### src/include/cam_pkg.sv
// Package of constants shared by the counter unit and its controller.
package cam_pkg;
  // ==========================================================
  // Special function register addresses
  localparam logic [7:0] CAM_CTRL_ADDR = 8'hd8;
  localparam logic [7:0] CAM_CMODE_ADDR = 8'hd9;
  localparam logic [7:0] CAM_MMODE_ADDR = 8'hda;
  localparam logic [7:0] CAM_CNTL_ADDR = 8'he9;
  localparam logic [7:0] CAM_CNTH_ADDR = 8'hf9;
  localparam logic [7:0] CAM_CPL_ADDR = 8'hea;
  localparam logic [7:0] CAM_CPH_ADDR = 8'hfa;
  // ==========================================================
  // Control and counter mode register fields
  localparam int CAM_CF_BIT = 7;
  localparam int CAM_CR_BIT = 6;
  localparam int CAM_CCF_BIT = 0;
  localparam int CAM_ECF_BIT = 0;
  // ==========================================================
  // Module mode register fields
  localparam int CAM_PWM16_BIT = 7;
  localparam int CAM_ECOM_BIT = 6;
  localparam int CAM_TOG_BIT = 2;
  localparam int CAM_PWM_BIT = 1;
  localparam int CAM_ECCF_BIT = 0;
  // ==========================================================
  // Reset values and counter limits
  localparam logic [7:0] CAM_SFR_RESET = 8'h00;
  localparam logic [7:0] CAM_LOW_MAX = 8'hff;
  localparam logic [15:0] CAM_CNT_MAX = 16'hffff;
  // ==========================================================
  // Controller AXI4-Lite register offsets and fields
  localparam logic [3:0] CAM_CMD_OFS = 4'h0;
  localparam logic [3:0] CAM_STAT_OFS = 4'h4;
  localparam logic [3:0] CAM_ISTAT_OFS = 4'h8;
  localparam logic [3:0] CAM_IMASK_OFS = 4'hc;
  localparam int CAM_CMD_WR_BIT = 16;
  localparam int CAM_CMD_RD_BIT = 17;
  localparam int CAM_BUSY_BIT = 8;
  localparam logic [1:0] CAM_RESP_OKAY = 2'b00;
  localparam logic [1:0] CAM_RESP_SLVERR = 2'b10;
  typedef enum logic [1:0] {
    CAM_IDLE = 2'b00,
    CAM_STROBE = 2'b01,
    CAM_CAPTURE = 2'b11
  } cam_state_t;
endpackage

### src/include/cam_sfr_if.sv
// Interface joining the counter unit and its controller.
`timescale 1ns/1ps
`default_nettype none
interface cam_sfr_if;
  logic [7:0] addr;
  logic [7:0] wdata;
  logic wr;
  logic rd;
  logic [7:0] rdata;
  logic irq;
  modport dev(input addr, input wdata, input wr, input rd,
              output rdata, output irq);
  modport ctl(output addr, output wdata, output wr, output rd,
              input rdata, input irq);
endinterface
`default_nettype wire

### src/core/cam_counter_unit.sv
// Counter array unit with one waveform-generating compare module.
`timescale 1ns/1ps
`default_nettype none
module cam_counter_unit
  import cam_pkg::*;
(
  input wire logic aclk,
  input wire logic aresetn,
  input wire logic ce,
  input wire logic timebase_tick,
  cam_sfr_if.dev sfr,
  output logic module_output_pin
);
  logic [15:0] cnt;
  logic [15:0] next_cnt;
  logic counter_wrap_flag;
  logic next_counter_wrap_flag;
  logic counter_run;
  logic next_counter_run;
  logic module_match_flag;
  logic next_module_match_flag;
  logic wrap_irq_enable;
  logic next_wrap_irq_enable;
  logic [7:0] module_mode_reg;
  logic [7:0] next_module_mode_reg;
  logic [7:0] compare_low_byte;
  logic [7:0] next_compare_low_byte;
  logic [7:0] compare_high_byte;
  logic [7:0] next_compare_high_byte;
  logic pin;
  logic next_pin;
  logic [7:0] rdata;
  logic [7:0] next_rdata;
  logic irq;
  logic next_irq;

  // ==========================================================
  // Read multiplexer
  function automatic logic [7:0] read_mux(input logic [7:0] a);
    logic [7:0] v;
    v = 8'h00;
    unique case (a)
      CAM_CTRL_ADDR: begin
        v[CAM_CF_BIT] = counter_wrap_flag;
        v[CAM_CR_BIT] = counter_run;
        v[CAM_CCF_BIT] = module_match_flag;
      end
      CAM_CMODE_ADDR: v[CAM_ECF_BIT] = wrap_irq_enable;
      CAM_MMODE_ADDR: v = module_mode_reg;
      CAM_CNTL_ADDR: v = cnt[7:0];
      CAM_CNTH_ADDR: v = cnt[15:8];
      CAM_CPL_ADDR: v = compare_low_byte;
      CAM_CPH_ADDR: v = compare_high_byte;
      default: v = 8'h00;
    endcase
    return v;
  endfunction

  // ==========================================================
  // Counter, compare and register update
  always_comb begin
    logic adv;
    logic [15:0] cnt_inc;
    logic lo_ovf;
    logic wrap;
    logic ecom;
    logic freq_mode;
    logic pwm8_mode;
    logic pwm16_mode;
    logic [7:0] cmp8;
    logic match8;
    logic match16;
    adv = 1'b0;
    cnt_inc = 16'h0000;
    lo_ovf = 1'b0;
    wrap = 1'b0;
    ecom = 1'b0;
    freq_mode = 1'b0;
    pwm8_mode = 1'b0;
    pwm16_mode = 1'b0;
    cmp8 = 8'h00;
    match8 = 1'b0;
    match16 = 1'b0;
    next_cnt = cnt;
    next_counter_wrap_flag = counter_wrap_flag;
    next_counter_run = counter_run;
    next_module_match_flag = module_match_flag;
    next_wrap_irq_enable = wrap_irq_enable;
    next_module_mode_reg = module_mode_reg;
    next_compare_low_byte = compare_low_byte;
    next_compare_high_byte = compare_high_byte;
    next_pin = pin;
    next_rdata = rdata;
    adv = counter_run && timebase_tick;
    cnt_inc = cnt + 16'h0001;
    lo_ovf = adv && (cnt[7:0] == CAM_LOW_MAX);
    wrap = adv && (cnt == CAM_CNT_MAX);
    ecom = module_mode_reg[CAM_ECOM_BIT];
    freq_mode = ecom && module_mode_reg[CAM_TOG_BIT]
                && module_mode_reg[CAM_PWM_BIT];
    pwm8_mode = ecom && module_mode_reg[CAM_PWM_BIT]
                && !module_mode_reg[CAM_TOG_BIT]
                && !module_mode_reg[CAM_PWM16_BIT];
    pwm16_mode = ecom && module_mode_reg[CAM_PWM_BIT]
                 && !module_mode_reg[CAM_TOG_BIT]
                 && module_mode_reg[CAM_PWM16_BIT];
    // A match compares against the count being entered, so a reload
    // at the low-byte wrap is already seen by that same compare.
    cmp8 = (pwm8_mode && lo_ovf) ? compare_high_byte : compare_low_byte;
    match8 = adv && (cnt_inc[7:0] == cmp8);
    match16 = adv && (cnt_inc == {compare_high_byte, compare_low_byte});
    if (adv) begin
      next_cnt = cnt_inc;
    end
    if (freq_mode && match8) begin
      next_pin = !pin;
      next_compare_low_byte = compare_low_byte + compare_high_byte;
    end
    if (pwm8_mode) begin
      if (lo_ovf) begin
        next_compare_low_byte = compare_high_byte;
      end
      // Set wins over clear so a zero byte holds the pin high.
      if (match8) begin
        next_pin = 1'b1;
      end else if (lo_ovf) begin
        next_pin = 1'b0;
      end
    end
    if (pwm16_mode) begin
      if (match16) begin
        next_pin = 1'b1;
      end else if (wrap) begin
        next_pin = 1'b0;
      end
    end
    if (module_mode_reg[CAM_PWM_BIT] && !ecom) begin
      next_pin = 1'b0;
    end
    if (sfr.wr) begin
      unique case (sfr.addr)
        CAM_CTRL_ADDR: begin
          next_counter_wrap_flag = sfr.wdata[CAM_CF_BIT];
          next_counter_run = sfr.wdata[CAM_CR_BIT];
          next_module_match_flag = sfr.wdata[CAM_CCF_BIT];
        end
        CAM_CMODE_ADDR: next_wrap_irq_enable = sfr.wdata[CAM_ECF_BIT];
        CAM_MMODE_ADDR: next_module_mode_reg = sfr.wdata;
        CAM_CNTL_ADDR: next_cnt[7:0] = sfr.wdata;
        CAM_CNTH_ADDR: next_cnt[15:8] = sfr.wdata;
        CAM_CPL_ADDR: begin
          next_compare_low_byte = sfr.wdata;
          next_module_mode_reg[CAM_ECOM_BIT] = 1'b0;
        end
        CAM_CPH_ADDR: begin
          next_compare_high_byte = sfr.wdata;
          next_module_mode_reg[CAM_ECOM_BIT] = 1'b1;
        end
        default: begin
        end
      endcase
    end
    if (wrap) begin
      next_counter_wrap_flag = 1'b1;
    end
    if (ecom && (pwm16_mode ? match16 : match8)) begin
      next_module_match_flag = 1'b1;
    end
    if (sfr.rd) begin
      next_rdata = read_mux(sfr.addr);
    end
    next_irq = (counter_wrap_flag && wrap_irq_enable)
               || (module_match_flag && module_mode_reg[CAM_ECCF_BIT]);
  end

  always_ff @(posedge aclk) begin
    if (!aresetn) begin
      cnt <= 16'h0000;
      counter_wrap_flag <= 1'b0;
      counter_run <= 1'b0;
      module_match_flag <= 1'b0;
      wrap_irq_enable <= 1'b0;
      module_mode_reg <= CAM_SFR_RESET;
      compare_low_byte <= CAM_SFR_RESET;
      compare_high_byte <= CAM_SFR_RESET;
      pin <= 1'b0;
      rdata <= 8'h00;
      irq <= 1'b0;
    end else if (ce) begin
      cnt <= next_cnt;
      counter_wrap_flag <= next_counter_wrap_flag;
      counter_run <= next_counter_run;
      module_match_flag <= next_module_match_flag;
      wrap_irq_enable <= next_wrap_irq_enable;
      module_mode_reg <= next_module_mode_reg;
      compare_low_byte <= next_compare_low_byte;
      compare_high_byte <= next_compare_high_byte;
      pin <= next_pin;
      rdata <= next_rdata;
      irq <= next_irq;
    end
  end

  assign sfr.rdata = rdata;
  assign sfr.irq = irq;
  assign module_output_pin = pin;
endmodule
`default_nettype wire

### src/flat_wrapper.sv
// flat-port wrapper written by rule: the top's interface ports become plain ports
module cam_counter_unit_flat import cam_pkg::*;
  (aclk, aresetn, ce, timebase_tick, module_output_pin, sfr_addr, sfr_wdata, sfr_wr, sfr_rd, sfr_rdata, sfr_irq);
  cam_sfr_if sfr_i ();
  input wire logic aclk;
  input wire logic aresetn;
  input wire logic ce;
  input wire logic timebase_tick;
  output logic module_output_pin;
  input wire logic [$bits(sfr_i.addr)-1:0] sfr_addr;
  input wire logic [$bits(sfr_i.wdata)-1:0] sfr_wdata;
  input wire logic [$bits(sfr_i.wr)-1:0] sfr_wr;
  input wire logic [$bits(sfr_i.rd)-1:0] sfr_rd;
  output wire logic [$bits(sfr_i.rdata)-1:0] sfr_rdata;
  output wire logic [$bits(sfr_i.irq)-1:0] sfr_irq;
  assign sfr_i.addr = sfr_addr;
  assign sfr_i.wdata = sfr_wdata;
  assign sfr_i.wr = sfr_wr;
  assign sfr_i.rd = sfr_rd;
  assign sfr_rdata = sfr_i.rdata;
  assign sfr_irq = sfr_i.irq;
  cam_counter_unit u_core (.aclk(aclk), .aresetn(aresetn), .ce(ce), .timebase_tick(timebase_tick), .sfr(sfr_i), .module_output_pin(module_output_pin));
endmodule
### config.mk
export PLATFORM = sky130hd
export DESIGN_NAME = cam_counter_unit_flat
export DESIGN_NICKNAME = d
export VERILOG_FILES = /design/src/include/cam_pkg.sv /design/src/include/cam_sfr_if.sv /design/src/core/cam_counter_unit.sv /design/src/flat_wrapper.sv
export SDC_FILE = /design/constraint.sdc
export NUM_CORES = 1
export LEC_CHECK = 0
export BUFFER_PORTS_ARGS = -buffer_cell sky130_fd_sc_hd__buf_4
export CAP_MARGIN = 20
export CORE_MARGIN = 2
export CORE_UTILIZATION = 30
export CTS_CLUSTER_DIAMETER = 200
export DETAILED_ROUTE_END_ITERATION = 16
export GPL_TIMING_DRIVEN = 1
export PLACE_DENSITY = 0.49
export SYNTH_ARGS = -nofsm -noshare
export SYNTH_HDL_FRONTEND = slang
export SYNTH_SLANG_ARGS = --single-unit
### constraint.sdc
create_clock -name aclk -period 5.5 [get_ports aclk]
set_clock_uncertainty 0.2 [all_clocks]
set_input_delay 0.55 -clock aclk [delete_from_list [all_inputs] [get_ports aclk]]
set_output_delay 0.55 -clock aclk [all_outputs]
set_load 0.05 [all_outputs]
# --- Word level (Yosys, flattened, before mapping) ---
# Cells that the tools add are included.
word_totals:
  register_bits: 54
  latch_bits: 0
  inputBits: 22
  out_inout_bits: 10
  n_memories: 0
  word_cells: 89
  mem_bits_rw: 0
  romBits: 0
op_classes:
  n_eq_ne: 11
  div_mod_pow: 0
  add_sub_neg: 2
  mux: 29
  mul: 0
  n_shift: 0
  reduce_logical: 35
  bitwise_logic: 0
  n_lt_le_gt_ge: 0
ops:
  columns: ["operator", "n"]
  rows:
  - ["$eq 8x8->1 const B", 8]
  - ["$mux 8", 8]
  - ["$mux 16", 2]
  - ["$pmux 5 s5", 1]
  - ["$reduce_and 3->1", 7]
  - ["$logic_and 1x1->1", 17]
  - ["$add 16x1->16 const B", 1]
  - ["$eq 16x16->1", 1]
  - ["$eq 16x16->1 const B", 1]
  - ["$mux 1", 15]
  - ["$pmux 2 s6", 1]
  - ["$add 8x8->8", 1]
  - ["$eq 8x8->1", 1]
  - ["$reduce_bool 2->1", 4]
  - ["$pmux 1 s7", 1]
  - ["$logic_not 1->1", 4]
  - ["$pmux 1 s3", 1]
  - ["$reduce_bool 3->1", 1]
  - ["$reduce_and 2->1", 1]
  - ["$logic_or 1x1->1", 1]

# --- Depth between registers and ports, before layout ---
# Gate-level depths: netlist of the first run.
logic_depth:
  ltp_word: 16
  ltp_mapped: 12
  mapped_depth_nobuf: 11

# --- Worst setup path before layout of the first run ---
# Ideal clock, no wire load.
synth_path:
  path_type: "reg2reg"
  from: "register u_core.cnt[1]"
  to: "register u_core.compare_low_byte[7]"
  synth_period_minus_slack_ns: 3.371
  stages_incl_launch_ff: 12
  path_buffers: 2
  t_required_ns: 5.183
  setup_ns: 0.117
  arrival_time_ns: 3.054
  setup_slack_ns: 2.129
  cell_sequence: "dfxtp_1 > ha_1 > buf_4 > and4_1 > and4_4 > buf_12 > nor4b_4 > a211oi_2 > or4_4 > or4_1 > a211o_1 > a32o_1"
synth_between:
  elab_chain_cells: 12
  elab_cells_between_ends: 13
  cone_classes: "add/sub: 1; eq/ne: 2; mux: 6; reduce/logical: 4"
synth_rtl:
  columns: ["element", "line_no", "text"]
  rows:
  - ["start: declaration", "cam_counter_unit.sv:14", "logic [15:0] cnt;"]
  - ["start signal: assignment", "cam_counter_unit.sv:190", "cnt <= next_cnt;"]
  - ["branches (longest 9 deep; another with $add 16x1->16)", null, null]
  - ["$mux 8 *", "cam_counter_unit.sv:119", "if (pwm8_mode) begin"]
  - ["$mux 8", "cam_counter_unit.sv:141", "unique case (sfr.addr)"]
  - ["$mux 8 *", "cam_counter_unit.sv:140", "if (sfr.wr) begin"]
  - ["end signal: assignment", "cam_counter_unit.sv:196", "compare_low_byte <= next_compare_low_byte;"]
  - ["end: declaration", "cam_counter_unit.sv:26", "logic [7:0] compare_low_byte;"]
# Every way passes the cells marked *.
# A chain may end at the register's enable or synchronous reset.

# --- Final worst setup path of the first run ---
layout_path:
  from: "register u_core.cnt[0]"
  to: "register u_core.compare_low_byte[7]"
# Same word-level chain as after synthesis.

==> qor.csv, run 1 <==
metric;value;unit
syn_area;4187;um^2
cp-start-kind;flop;
fin_crit;4.101;ns
clkLatencyLatePin;0.31;ns
dr.pass1.iters;5;
fin_crit_sh;74.56;%
cp.depth;9;
core_area;13770;um^2
netlist_instances;552;
die-area;14920;um^2
endpoint;u_core.compare_low_byte[7];
clk_pin_slew;0.08;ns
synth_fa_ha_area_share;2.869;%
area_growth;10.13;%
cts_setup_buffers;0;
num_vias;4364;
grt_max_degree;51;
cts_tree;yes;
fin_util;33.48;%
via_per_inst;5.970;
port_buffers;31;
fmax;243.8;MHz
cp_max_fo;14;
detail-route-antenna-nets;0;
wl_per_cell;21.01;um
synthSimpleGateAreaFrac;23.22;%
slowest_stage;or4_4;
grt_usage;21.14;%
grt_use_met3;4.682;%
yosysTopAreaCellShare;25.82;%
io_pins;32;
grt.overflow.total;0;
async_flop_share;0;%
placed_area;4452;um^2
grt_setup_unrepaired;no;
cts_resized;0;
dp_hpwl;11410;um
irDropWorstVdd;0.1118;mV
final_cell_area;4611;um^2
p_leak;1.623;nW
synth-seq-cells;54;
synth_nets;583;
muxShareOfSynthArea;6.366;%
rr_endpoint;u_core.compare_low_byte[7];
hp-class;reg2reg;
critical-path-max-stage-delay;0.58;ns
synth_xor_area_share;5.320;%
required;5.50;ns
yosys.area.top_type;dfxtp_1;
grt_use_met1;29.22;%
clock-sinks;54;
cts_buffer_depth;2;
reg2reg_depth;9;
htreeDepth;2;
relSlewSlack;46.38;%
maxCapViolCount;0;
critPathKind;reg2reg;
ys_warn_count;0;
status;completed;
hold_buffers;0;
finalHoldViolCount;0;
regArea;1081;um^2
powerDensity;183.9;nW/um^2
use_met2;32.12;%
rows;43;
nets;581;
drt_iter0_drc;362;
reg2reg_from;u_core.cnt[0];
finalMaxSlewViolations;0;
synth_common_cells;o21ai_0 (56), dfxtp_1 (54), nor2_1 (52);
avgSynthCellArea;7.584;um^2
synth_area_leaders;dfxtp_1 (26%), o21ai_0 (6.7%), mux2i_1 (5.0%), nor2_1 (4.7%), nand2_1 (4.0%);
fillerInstances;1540;
place.gp.congestion;0.9835;
grt_pass1_wl;23830;um
cp_top_family;simple AND/OR/NAND/NOR gates;
synth_edf_count;0;
yosysSeqAreaShare;25.82;%
busiest_layer;met2;
crit_path_end_kind;flop;
grt_pass1_vias;4113;
tightestPinTransition;0.8014;ns
largest_reg_flops;16;
multi_input_area;2830;um^2
cp.buffers_inverters;0;
reg2reg_setup_slack;1.40;ns
synth_cell_type_count;73;
cts_buffers;5;
die_w;122.1;um
fin_tns_setup;0;ns
setup_violations;0;
drive_gt1_share;11.43;%
path_cells;ha_1 > and4_1 > nand4_1 > nor2_1 > a211oi_2 > or4_4 > or4_1 > a211o_1 > a32o_1;
synth_top_family_by_area;compound AO/OA/AOI/OAI gates;
die_y;122.1;um
route.detailed.drc;0;
whs;0.2923;ns
arrival;4.10;ns
crit_start;u_core.cnt[0];
synth_compound_area_share;29.83;%
antenna_cells;0;
start_util;30.40;%
antenna_found_initial;0;
cts-root-buf;clkbuf_16;
yosysMostFrequentCell;o21ai_0;
largest_register;u_core.cnt;
yosys_most_used_dff;dfxtp_1;
routed_wl;15360;um
area by class of cell:
class	instances	area share [%]
clock buffers	5	2.714
clock inverters	3	0.5699
inverters	16	1.303
multi-input cells	438	61.38
flip-flops and latches	54	23.45
well taps	180	4.885
repair buffers	35	5.699
cells in the final DEF, fill, tap and decap left out, types with 12 or more instances in the layout:
cell type	instances
nand2_1	45
xnor2_1	12
inv_1	15
a21oi_1	26
buf_4	34
nand3_1	17
a31oi_1	22
a211oi_1	12
nor2_1	52
mux2i_1	21
o21ai_0	56
dfxtp_1	54
a22oi_1	17
worst min path at each step:
stage | start | to | slack [ns] | depth (start not counted)
after floorplan | u_core.wrap_irq_enable | u_core.wrap_irq_enable | 0.25 | 2
after global placement | u_core.sfr.irq | u_core.sfr.irq | 0.27 | 2
after detailed placement | u_core.sfr.irq | u_core.sfr.irq | 0.28 | 2
after CTS | u_core.sfr.irq | u_core.sfr.irq | 0.30 | 2
after global routing | u_core.sfr.irq | u_core.sfr.irq | 0.33 | 2
final | u_core.sfr.irq | u_core.sfr.irq | 0.29 | 2
worst reg2reg max path, stage by stage, from the launching register on:
cell	delay (ns)
dfxtp_1	0.54
ha_1	0.38
and4_1	0.32
nand4_1	0.48
nor2_1	0.33
a211oi_2	0.14
or4_4	0.58
or4_1	0.49
a211o_1	0.31
a32o_1	0.24
routing by layer:
layer	wire length, um	vias up
met2	6691	176
met4	495	0
li1	-	2062
met5	0	-
met3	1341	32
met1	6831	2094
power by group:
group | total, W | internal, W | switching (W)
Combinational | 0.000101 | 0.0000354 | 0.0000658
Clock | 0.000339 | 0.000173 | 0.000165
Sequential | 0.000408 | 0.000398 | 0.0000103
Total | 0.000848 | 0.000607 | 0.000242
per-stage QoR:
step                 power, W  setup slack [ns]  cells
floorplan           0.0004728             2.129    552
global placement    0.0005168             1.477    722
detailed placement  0.0005173             1.382    722
CTS                 0.0008569             1.359    730
global route        0.0008781             1.162    731
finish              0.0008480             1.399    731
cell families after synthesis:
kind of cell	after synthesis
AOI/OAI and AO/OA	193
and+or+nand+nor	187
muxes	26
adders and majority gates	9
xor gates and xnor gates	23
DFF	54
buffers and inverters	60
Note: power is estimated with default switching activity, not from simulation.
==> inputs of run 2 (changes only) <==
--- a/config.mk
+++ b/config.mk
@@ -5,6 +5,7 @@
 export SDC_FILE = /design/constraint.sdc
 export NUM_CORES = 1
 export LEC_CHECK = 0
+export ABC_AREA = 1
 export BUFFER_PORTS_ARGS = -buffer_cell sky130_fd_sc_hd__buf_4
 export CAP_MARGIN = 20
 export CORE_MARGIN = 2
@@ -12,7 +13,7 @@
 export CTS_CLUSTER_DIAMETER = 200
 export DETAILED_ROUTE_END_ITERATION = 16
 export GPL_TIMING_DRIVEN = 1
-export PLACE_DENSITY = 0.49
+export PLACE_DENSITY = 0.5
 export SYNTH_ARGS = -nofsm -noshare
 export SYNTH_HDL_FRONTEND = slang
 export SYNTH_SLANG_ARGS = --single-unit
==> constraint.sdc (replaced) <==
create_clock -name aclk -period 3.5 [get_ports aclk]
set_clock_uncertainty 0.2 [all_clocks]
set_input_delay 0.35 -clock aclk [delete_from_list [all_inputs] [get_ports aclk]]
set_output_delay 0.35 -clock aclk [all_outputs]
set_load 0.05 [all_outputs]
==> run 2 against run 1 <==
Against the previous run: routed wire length is 12% higher; count of clock-buffer cells in the layout up 1; cell count increased by 18%; sequential share of layout area is 0.20 points lower; synthesized area down 2.4%; cell area increased by 0.84%; utilization increased by 1.5 points; worst setup slack got worse by 1.1 ns; via count up 10%; critical endpoint is now u_core.compare_low_byte[4]; largest cell class unchanged; largest power group unchanged; highest routed layer unchanged.
==> qor.csv, run 2 <==
metric;value;unit;change
status;completed;;
endpoint;u_core.compare_low_byte[4];;
synth_cell_type_count;37;;-49%
grt_usage;24.23;%;+3.1 points
p_clk_share;41.0;%;+1.0 points
crit_start;u_core.cnt[1];;
hp-class;in2reg;;
fin_crit;3.177;ns;-0.9239 ns
rows;42;;-2.3%
antenna_cells;0;;unchanged
finalMaxSlewViolations;0;;unchanged
nets;713;;+23%
required;3.54;ns;-1.96 ns
syn_area;4086;um^2;-2.4%
maxCapViolCount;0;;unchanged
antenna_found_initial;0;;unchanged
grt_pass1_vias;4438;;+7.9%
io_pins;32;;unchanged
core_area;13300;um^2;-3.5%
crit_path_end_kind;flop;;
grt_pass1_wl;26150;um;+9.7%
reg2reg_setup_slack;0.32;ns;-1.08 ns
fin_tns_setup;0;ns;unchanged
yosysTopAreaCellShare;26.45;%;+0.63 points
clkLatencyLatePin;0.31;ns;about the same
cts_resized;0;;unchanged
area_growth;13.78;%;
swShare;28.85;%;+0.37 points
combPwrFrac;14.6;%;+2.7 points
routed_wl;17280;um;+12%
synth-seq-cells;54;;unchanged
placed_area;4483;um^2;+0.70%
irDropWorstVdd;0.1615;mV;+44%
start_util;30.74;%;+0.34 points
layout_commonest_cell;nand2_1;;
whs;0.1798;ns;-0.1125 ns
reg2reg_from;u_core.cnt[1];;
hold_buffers;0;;unchanged
layout_common_cells;nand2_1 (148), inv_1 (76), a21oi_1 (69);;
synth_common_cells;nand2_1 (148), inv_1 (76), a21oi_1 (69);;
drive_gt1_share;8.931;%;-2.5 points
reg2reg_depth;16;;+7
detail-route-antenna-nets;0;;unchanged
dr.pass1.iters;6;;+1
clk_pin_slew;0.08;ns;about the same
yosys_most_used_dff;dfxtp_1;;
die_y;120.7;um;-1.2%
cp-start-kind;flop;;
port_buffers;31;;unchanged
internal_power;0.001038;W;+71%
route.detailed.drc;0;;unchanged
cts-root-buf;clkbuf_16;;
finalHoldViolCount;0;;unchanged
cts_tree;yes;;
ys_warn_count;0;;unchanged
drt_iter0_drc;540;;+49%
htreeDepth;2;;unchanged
placed_cells;851;;+18%
synth_edf_count;0;;unchanged
rr_endpoint;u_core.compare_low_byte[4];;
power;0.001459;W;+72%
grt_setup_unrepaired;no;;
yosys.area.top_type;dfxtp_1;;
num_vias;4811;;+10%
fmax;314.8;MHz;+29%
cp_max_fo;13;;-1
grt.overflow.total;0;;unchanged
powerDensity;313.8;nW/um^2;+71%
largest_register;u_core.cnt;;
netlist_instances;659;;+19%
die-area;14570;um^2;-2.3%
final_cell_area;4649;um^2;+0.84%
yosysMostFrequentCell;nand2_1;;
fillerInstances;1460;;-5.2%
grt_max_degree;39;;-24%
seqPwrFrac;44.5;%;-3.6 points
cts_buffer_depth;2;;unchanged
yosysSeqAreaShare;26.45;%;+0.63 points
cts_setup_buffers;0;;unchanged
die_w;120.7;um;-1.2%
setup_violations;0;;unchanged
synth_nets;690;;+18%
via_per_inst;5.601;;-6.2%
wl_per_cell;20.11;um;-4.3%
largest_reg_flops;16;;unchanged
critPathKind;reg2reg;;
clock-sinks;54;;unchanged
switchingPower;0.0004208;W;+74%
synth_area_leaders;dfxtp_1 (26%), nand2_1 (14%), a21oi_1 (8.5%), o21ai_0 (8.2%), inv_1 (7.0%);;
arrival;3.22;ns;-0.88 ns
dp_hpwl;13380;um;+17%
fin_crit_sh;90.77;%;+16 points
p_leak;1.838;nW;+13%
cts_buffers;5;;unchanged
async_flop_share;0;%;unchanged
relSlewSlack;43.15;%;-3.2 points
avgSynthCellArea;6.201;um^2;-18%
fin_cells;859;;+18%
place.gp.congestion;1.061;;+7.8%
tightestPinTransition;0.8518;ns;+0.05041 ns
run 2: cell families after synthesis:
logic type	after synthesis	synth area share [%]
flops	54	26.45
simple gates	300	33.31
compound gates	186	25.26
fa+ha+maj	9	2.939
buf+inv	100	9.553
xor+xnor	10	2.480
run 2: layer usage:
layer  GRT usage (%)  vias up  wire length, um
met2           38.59      220             7853
met4           10.17        0              614
met5               0        -                0
li1                -     2288                -
met1           32.53     2268             7590
met3           3.726       35             1218
run 2: through the flow:
stage               util [%]  setup slack, ns
floorplan                  -           0.9722
global placement       33.72           0.5001
detailed placement     33.72           0.4206
CTS                    34.97           0.3871
global route           34.97          0.03248
finish                 34.97           0.3229
run 2: layout make-up:
cell class	instances	area (um^2)	share of cell area, %
multi-input cells	505	2615	56.24
flip-flops and latches	54	1081	23.25
inverters	81	304.0	6.539
repair buffers	35	262.8	5.651
well taps	176	220.2	4.736
clock buffers	6	128.9	2.772
clock inverters	2	37.54	0.8073
run 2: power groups by stage:
stage	Clock [W]	Combinational (W)	Sequential, W
4_1_cts	0.000606	0.000211	0.000648
3_5_place_dp	0	0.000210	0.000663
3_3_place_gp	0	0.000210	0.000663
5_1_grt	0.000633	0.000232	0.000650
2_1_floorplan	0	0.000110	0.000675
6_report	0.000598	0.000213	0.000649
run 2: worst max-delay path, stage by stage, from the launching register on:
cell     delay (ns)
dfxtp_1        0.46
ha_1           0.38
nand2_4        0.13
nor2_8         0.16
nand3_4        0.12
nor2_4         0.28
nand2_1        0.15
nand3_1        0.11
and2_1         0.11
nand2_1        0.05
nor2_2         0.17
nand3_2        0.27
inv_2          0.18
nand2_1        0.06
o21ai_0        0.07
nand2_1        0.07
a21oi_1        0.13
run 2: worst min path at each step:
stage                              start                   endpoint  slack (ns)  cells past startpoint
2_1_floorplan  u_core.module_mode_reg[4]  u_core.module_mode_reg[4]        0.22                      2
4_1_cts                     sfr_wdata[2]             u_core.cnt[10]        0.18                      3
3_3_place_gp   u_core.module_mode_reg[4]  u_core.module_mode_reg[4]        0.24                      2
3_5_place_dp   u_core.module_mode_reg[4]  u_core.module_mode_reg[4]        0.24                      2
6_report                    sfr_wdata[2]             u_core.cnt[10]        0.18                      3
5_1_grt                     sfr_wdata[2]             u_core.cnt[10]        0.19                      3
==> inputs of run 3 (changes only) <==
--- a/config.mk
+++ b/config.mk
@@ -6,10 +6,11 @@
 export NUM_CORES = 1
 export LEC_CHECK = 0
 export ABC_AREA = 1
-export BUFFER_PORTS_ARGS = -buffer_cell sky130_fd_sc_hd__buf_4
+export BUFFER_PORTS_ARGS = -buffer_cell sky130_fd_sc_hd__buf_2
 export CAP_MARGIN = 20
 export CORE_MARGIN = 2
 export CORE_UTILIZATION = 30
+export CTS_BUF_LIST = sky130_fd_sc_hd__clkbuf_2
 export CTS_CLUSTER_DIAMETER = 200
 export DETAILED_ROUTE_END_ITERATION = 16
 export GPL_TIMING_DRIVEN = 1
==> run 3 against run 2 <==
Against the previous run: via count shrank 0.58%; combinational power shrank 3%; count of clock-buffer cells in the layout is the same; non-clock buffer count grew 7; utilization shrank 1.0 points; sequential share of layout area grew 0.70 points; cell count grew 0.81%; critical path depth is the same; critical endpoint is now u_core.compare_low_byte[0].
==> qor.csv, run 3 (synthesized netlist as in run 2, its figures left out) <==
metric;value;unit;change
rr_endpoint;u_core.compare_low_byte[0];;
fin_crit_sh;89.98;%;-0.79 points
setup_violations;0;;unchanged
rows;42;;unchanged
irDropWorstVdd;0.1304;mV;-19%
cts-root-buf;clkbuf_2;;
crit_path_end_kind;flop;;
grt_pass1_vias;4543;;+2.4%
arrival;3.39;ns;+0.17 ns
routed_wl;16870;um;-2.4%
start_util;30.74;%;unchanged
maxCapViolCount;0;;unchanged
grt.overflow.total;0;;unchanged
route.detailed.drc;0;;unchanged
p_clk_share;24.8;%;-16 points
cts_resized;0;;unchanged
drive_gt1_share;9.420;%;+0.49 points
reg2reg_depth;16;;unchanged
grt_usage;23.65;%;-0.59 points
grt_pass1_wl;26090;um;-0.24%
cts_buffer_depth;2;;unchanged
whs;0.02607;ns;-0.1537 ns
cp_max_fo;13;;unchanged
fmax;317.5;MHz;+0.88%
powerDensity;253.1;nW/um^2;-19%
seqPwrFrac;57.2;%;+13 points
via_per_inst;5.523;;-1.4%
grt_setup_unrepaired;no;;
power;0.001142;W;-22%
antenna_cells;0;;unchanged
status;completed;;
detail-route-antenna-nets;0;;unchanged
final_cell_area;4514;um^2;-2.9%
num_vias;4783;;-0.58%
fin_tns_setup;0;ns;unchanged
area_growth;10.47;%;
cp-start-kind;flop;;
critPathKind;reg2reg;;
wl_per_cell;19.48;um;-3.2%
io_pins;32;;unchanged
clkLatencyLatePin;0.49;ns;+0.18 ns
place.gp.congestion;1.040;;-1.9%
nets;720;;+0.98%
crit_start;u_core.cnt[0];;
p_leak;1.803;nW;-1.9%
antenna_found_initial;0;;unchanged
die_w;120.7;um;unchanged
grt_max_degree;39;;unchanged
clock-sinks;54;;unchanged
cts_tree;yes;;
htreeDepth;2;;unchanged
port_buffers;31;;unchanged
multi_input_area;2615;um^2;unchanged
layout_commonest_cell;nand2_1;;
reg2reg_from;u_core.cnt[0];;
drt_iter0_drc;460;;-15%
relSlewSlack;42.33;%;-0.82 points
required;3.74;ns;+0.20 ns
finalMaxSlewViolations;0;;unchanged
tightestPinTransition;0.8641;ns;+0.01234 ns
endpoint;u_core.compare_low_byte[0];;
finalHoldViolCount;0;;unchanged
fin_crit;3.149;ns;-0.02759 ns
die-area;14570;um^2;unchanged
internal_power;0.0007522;W;-28%
layout_common_cells;nand2_1 (148), inv_1 (76), a21oi_1 (69);;
largest_register;u_core.cnt;;
dp_hpwl;13260;um;-0.90%
fillerInstances;1492;;+2.2%
swShare;34.16;%;+5.3 points
placed_area;4428;um^2;-1.2%
combPwrFrac;18.1;%;+3.5 points
core_area;13300;um^2;unchanged
dr.pass1.iters;5;;-1
switchingPower;0.0003903;W;-7.3%
reg2reg_setup_slack;0.35;ns;+0.03 ns
clk_pin_slew;0.32;ns;+0.24 ns
hp-class;in2reg;;
cts_buffers;5;;unchanged
largest_reg_flops;16;;unchanged
die_y;120.7;um;unchanged
regArea;1081;um^2;unchanged
run 3: cell types whose count changed in the layout (fill, tap and decap cells not counted):
cell	previous run	this run
buf_2	0	31
bufinv_16	1	0
dlygate4sd3_1	0	4
clkbuf_2	0	6
clkbuf_1	1	0
buf_4	35	7
inv_6	0	1
clkbuf_16	5	0
run 3: power groups by stage:
stage          registers (W)  logic [W]  clock network (W)
6_report            0.000653   0.000206           0.000283
5_1_grt             0.000655   0.000227           0.000312
4_1_cts             0.000653   0.000205           0.000296
3_5_place_dp        0.000662   0.000201                  0
3_3_place_gp        0.000662   0.000201                  0
2_1_floorplan       0.000675   0.000110                  0
run 3: worst min-delay path by stage:
stage / slack [ns] / startpoint / endpoint / depth (start not counted)
global placement: 0.24 / u_core.module_mode_reg[4] / u_core.module_mode_reg[4] / 2
detailed placement: 0.25 / u_core.module_mode_reg[4] / u_core.module_mode_reg[4] / 2
global route: 0.003 / sfr_wdata[5] / u_core.module_mode_reg[5] / 3
finish: 0.03 / sfr_wdata[5] / u_core.module_mode_reg[5] / 3
floorplan: 0.22 / u_core.module_mode_reg[4] / u_core.module_mode_reg[4] / 2
CTS: 0.0002 / sfr_wdata[5] / u_core.module_mode_reg[5] / 3
run 3: worst max-delay path, cell delays in order (launching register included):
cell      delay, ns
dfxtp_1        0.52
ha_1           0.38
nand2_4        0.12
nor2_8         0.15
nand3_4        0.12
nor2_4         0.27
nand2_1        0.14
nand3_1        0.10
and2_1         0.12
nand2_1        0.06
nor2_2         0.17
nand3_2        0.26
inv_2          0.17
nand2_1        0.06
nand2_1        0.05
nand3b_1       0.07
a21oi_1        0.13
run 3: metrics by stage:
step / std cells / setup WS, ns / util (%)
after floorplan: 659 / 0.9722 / -
after global placement: 854 / 0.5019 / 33.31
after detailed placement: 854 / 0.4171 / 33.31
after CTS: 866 / 0.3642 / 33.95
after global routing: 866 / 0.01383 / 33.95
final: 866 / 0.3505 / 33.95
run 3: final cells by class:
type / instances / area share, %
Clock buffer: 6 / 0.6652
Multi-Input combinational cell: 505 / 57.93
Sequential cell: 54 / 23.95
Inverter: 81 / 6.735
Timing Repair Buffer: 42 / 5.488
Clock inverter: 2 / 0.3603
Tap cell: 176 / 4.878
run 3: timing repair:
action                                 4_1_cts  5_1_grt
endpoints found under the hold margin        4        0
setup buffers                                0        0
hold buffers                                 4        0
run 3: per-layer routing:
layer | global-route usage [%] | part of all wire (%) | up-vias
li1 | - | - | 2301
met1 | 30.65 | 43 | 2249
met2 | 38.77 | 46 | 192
met3 | 3.208 | 6.3 | 41
met4 | 11.05 | 4.5 | 0
met5 | 0 | 0 | -
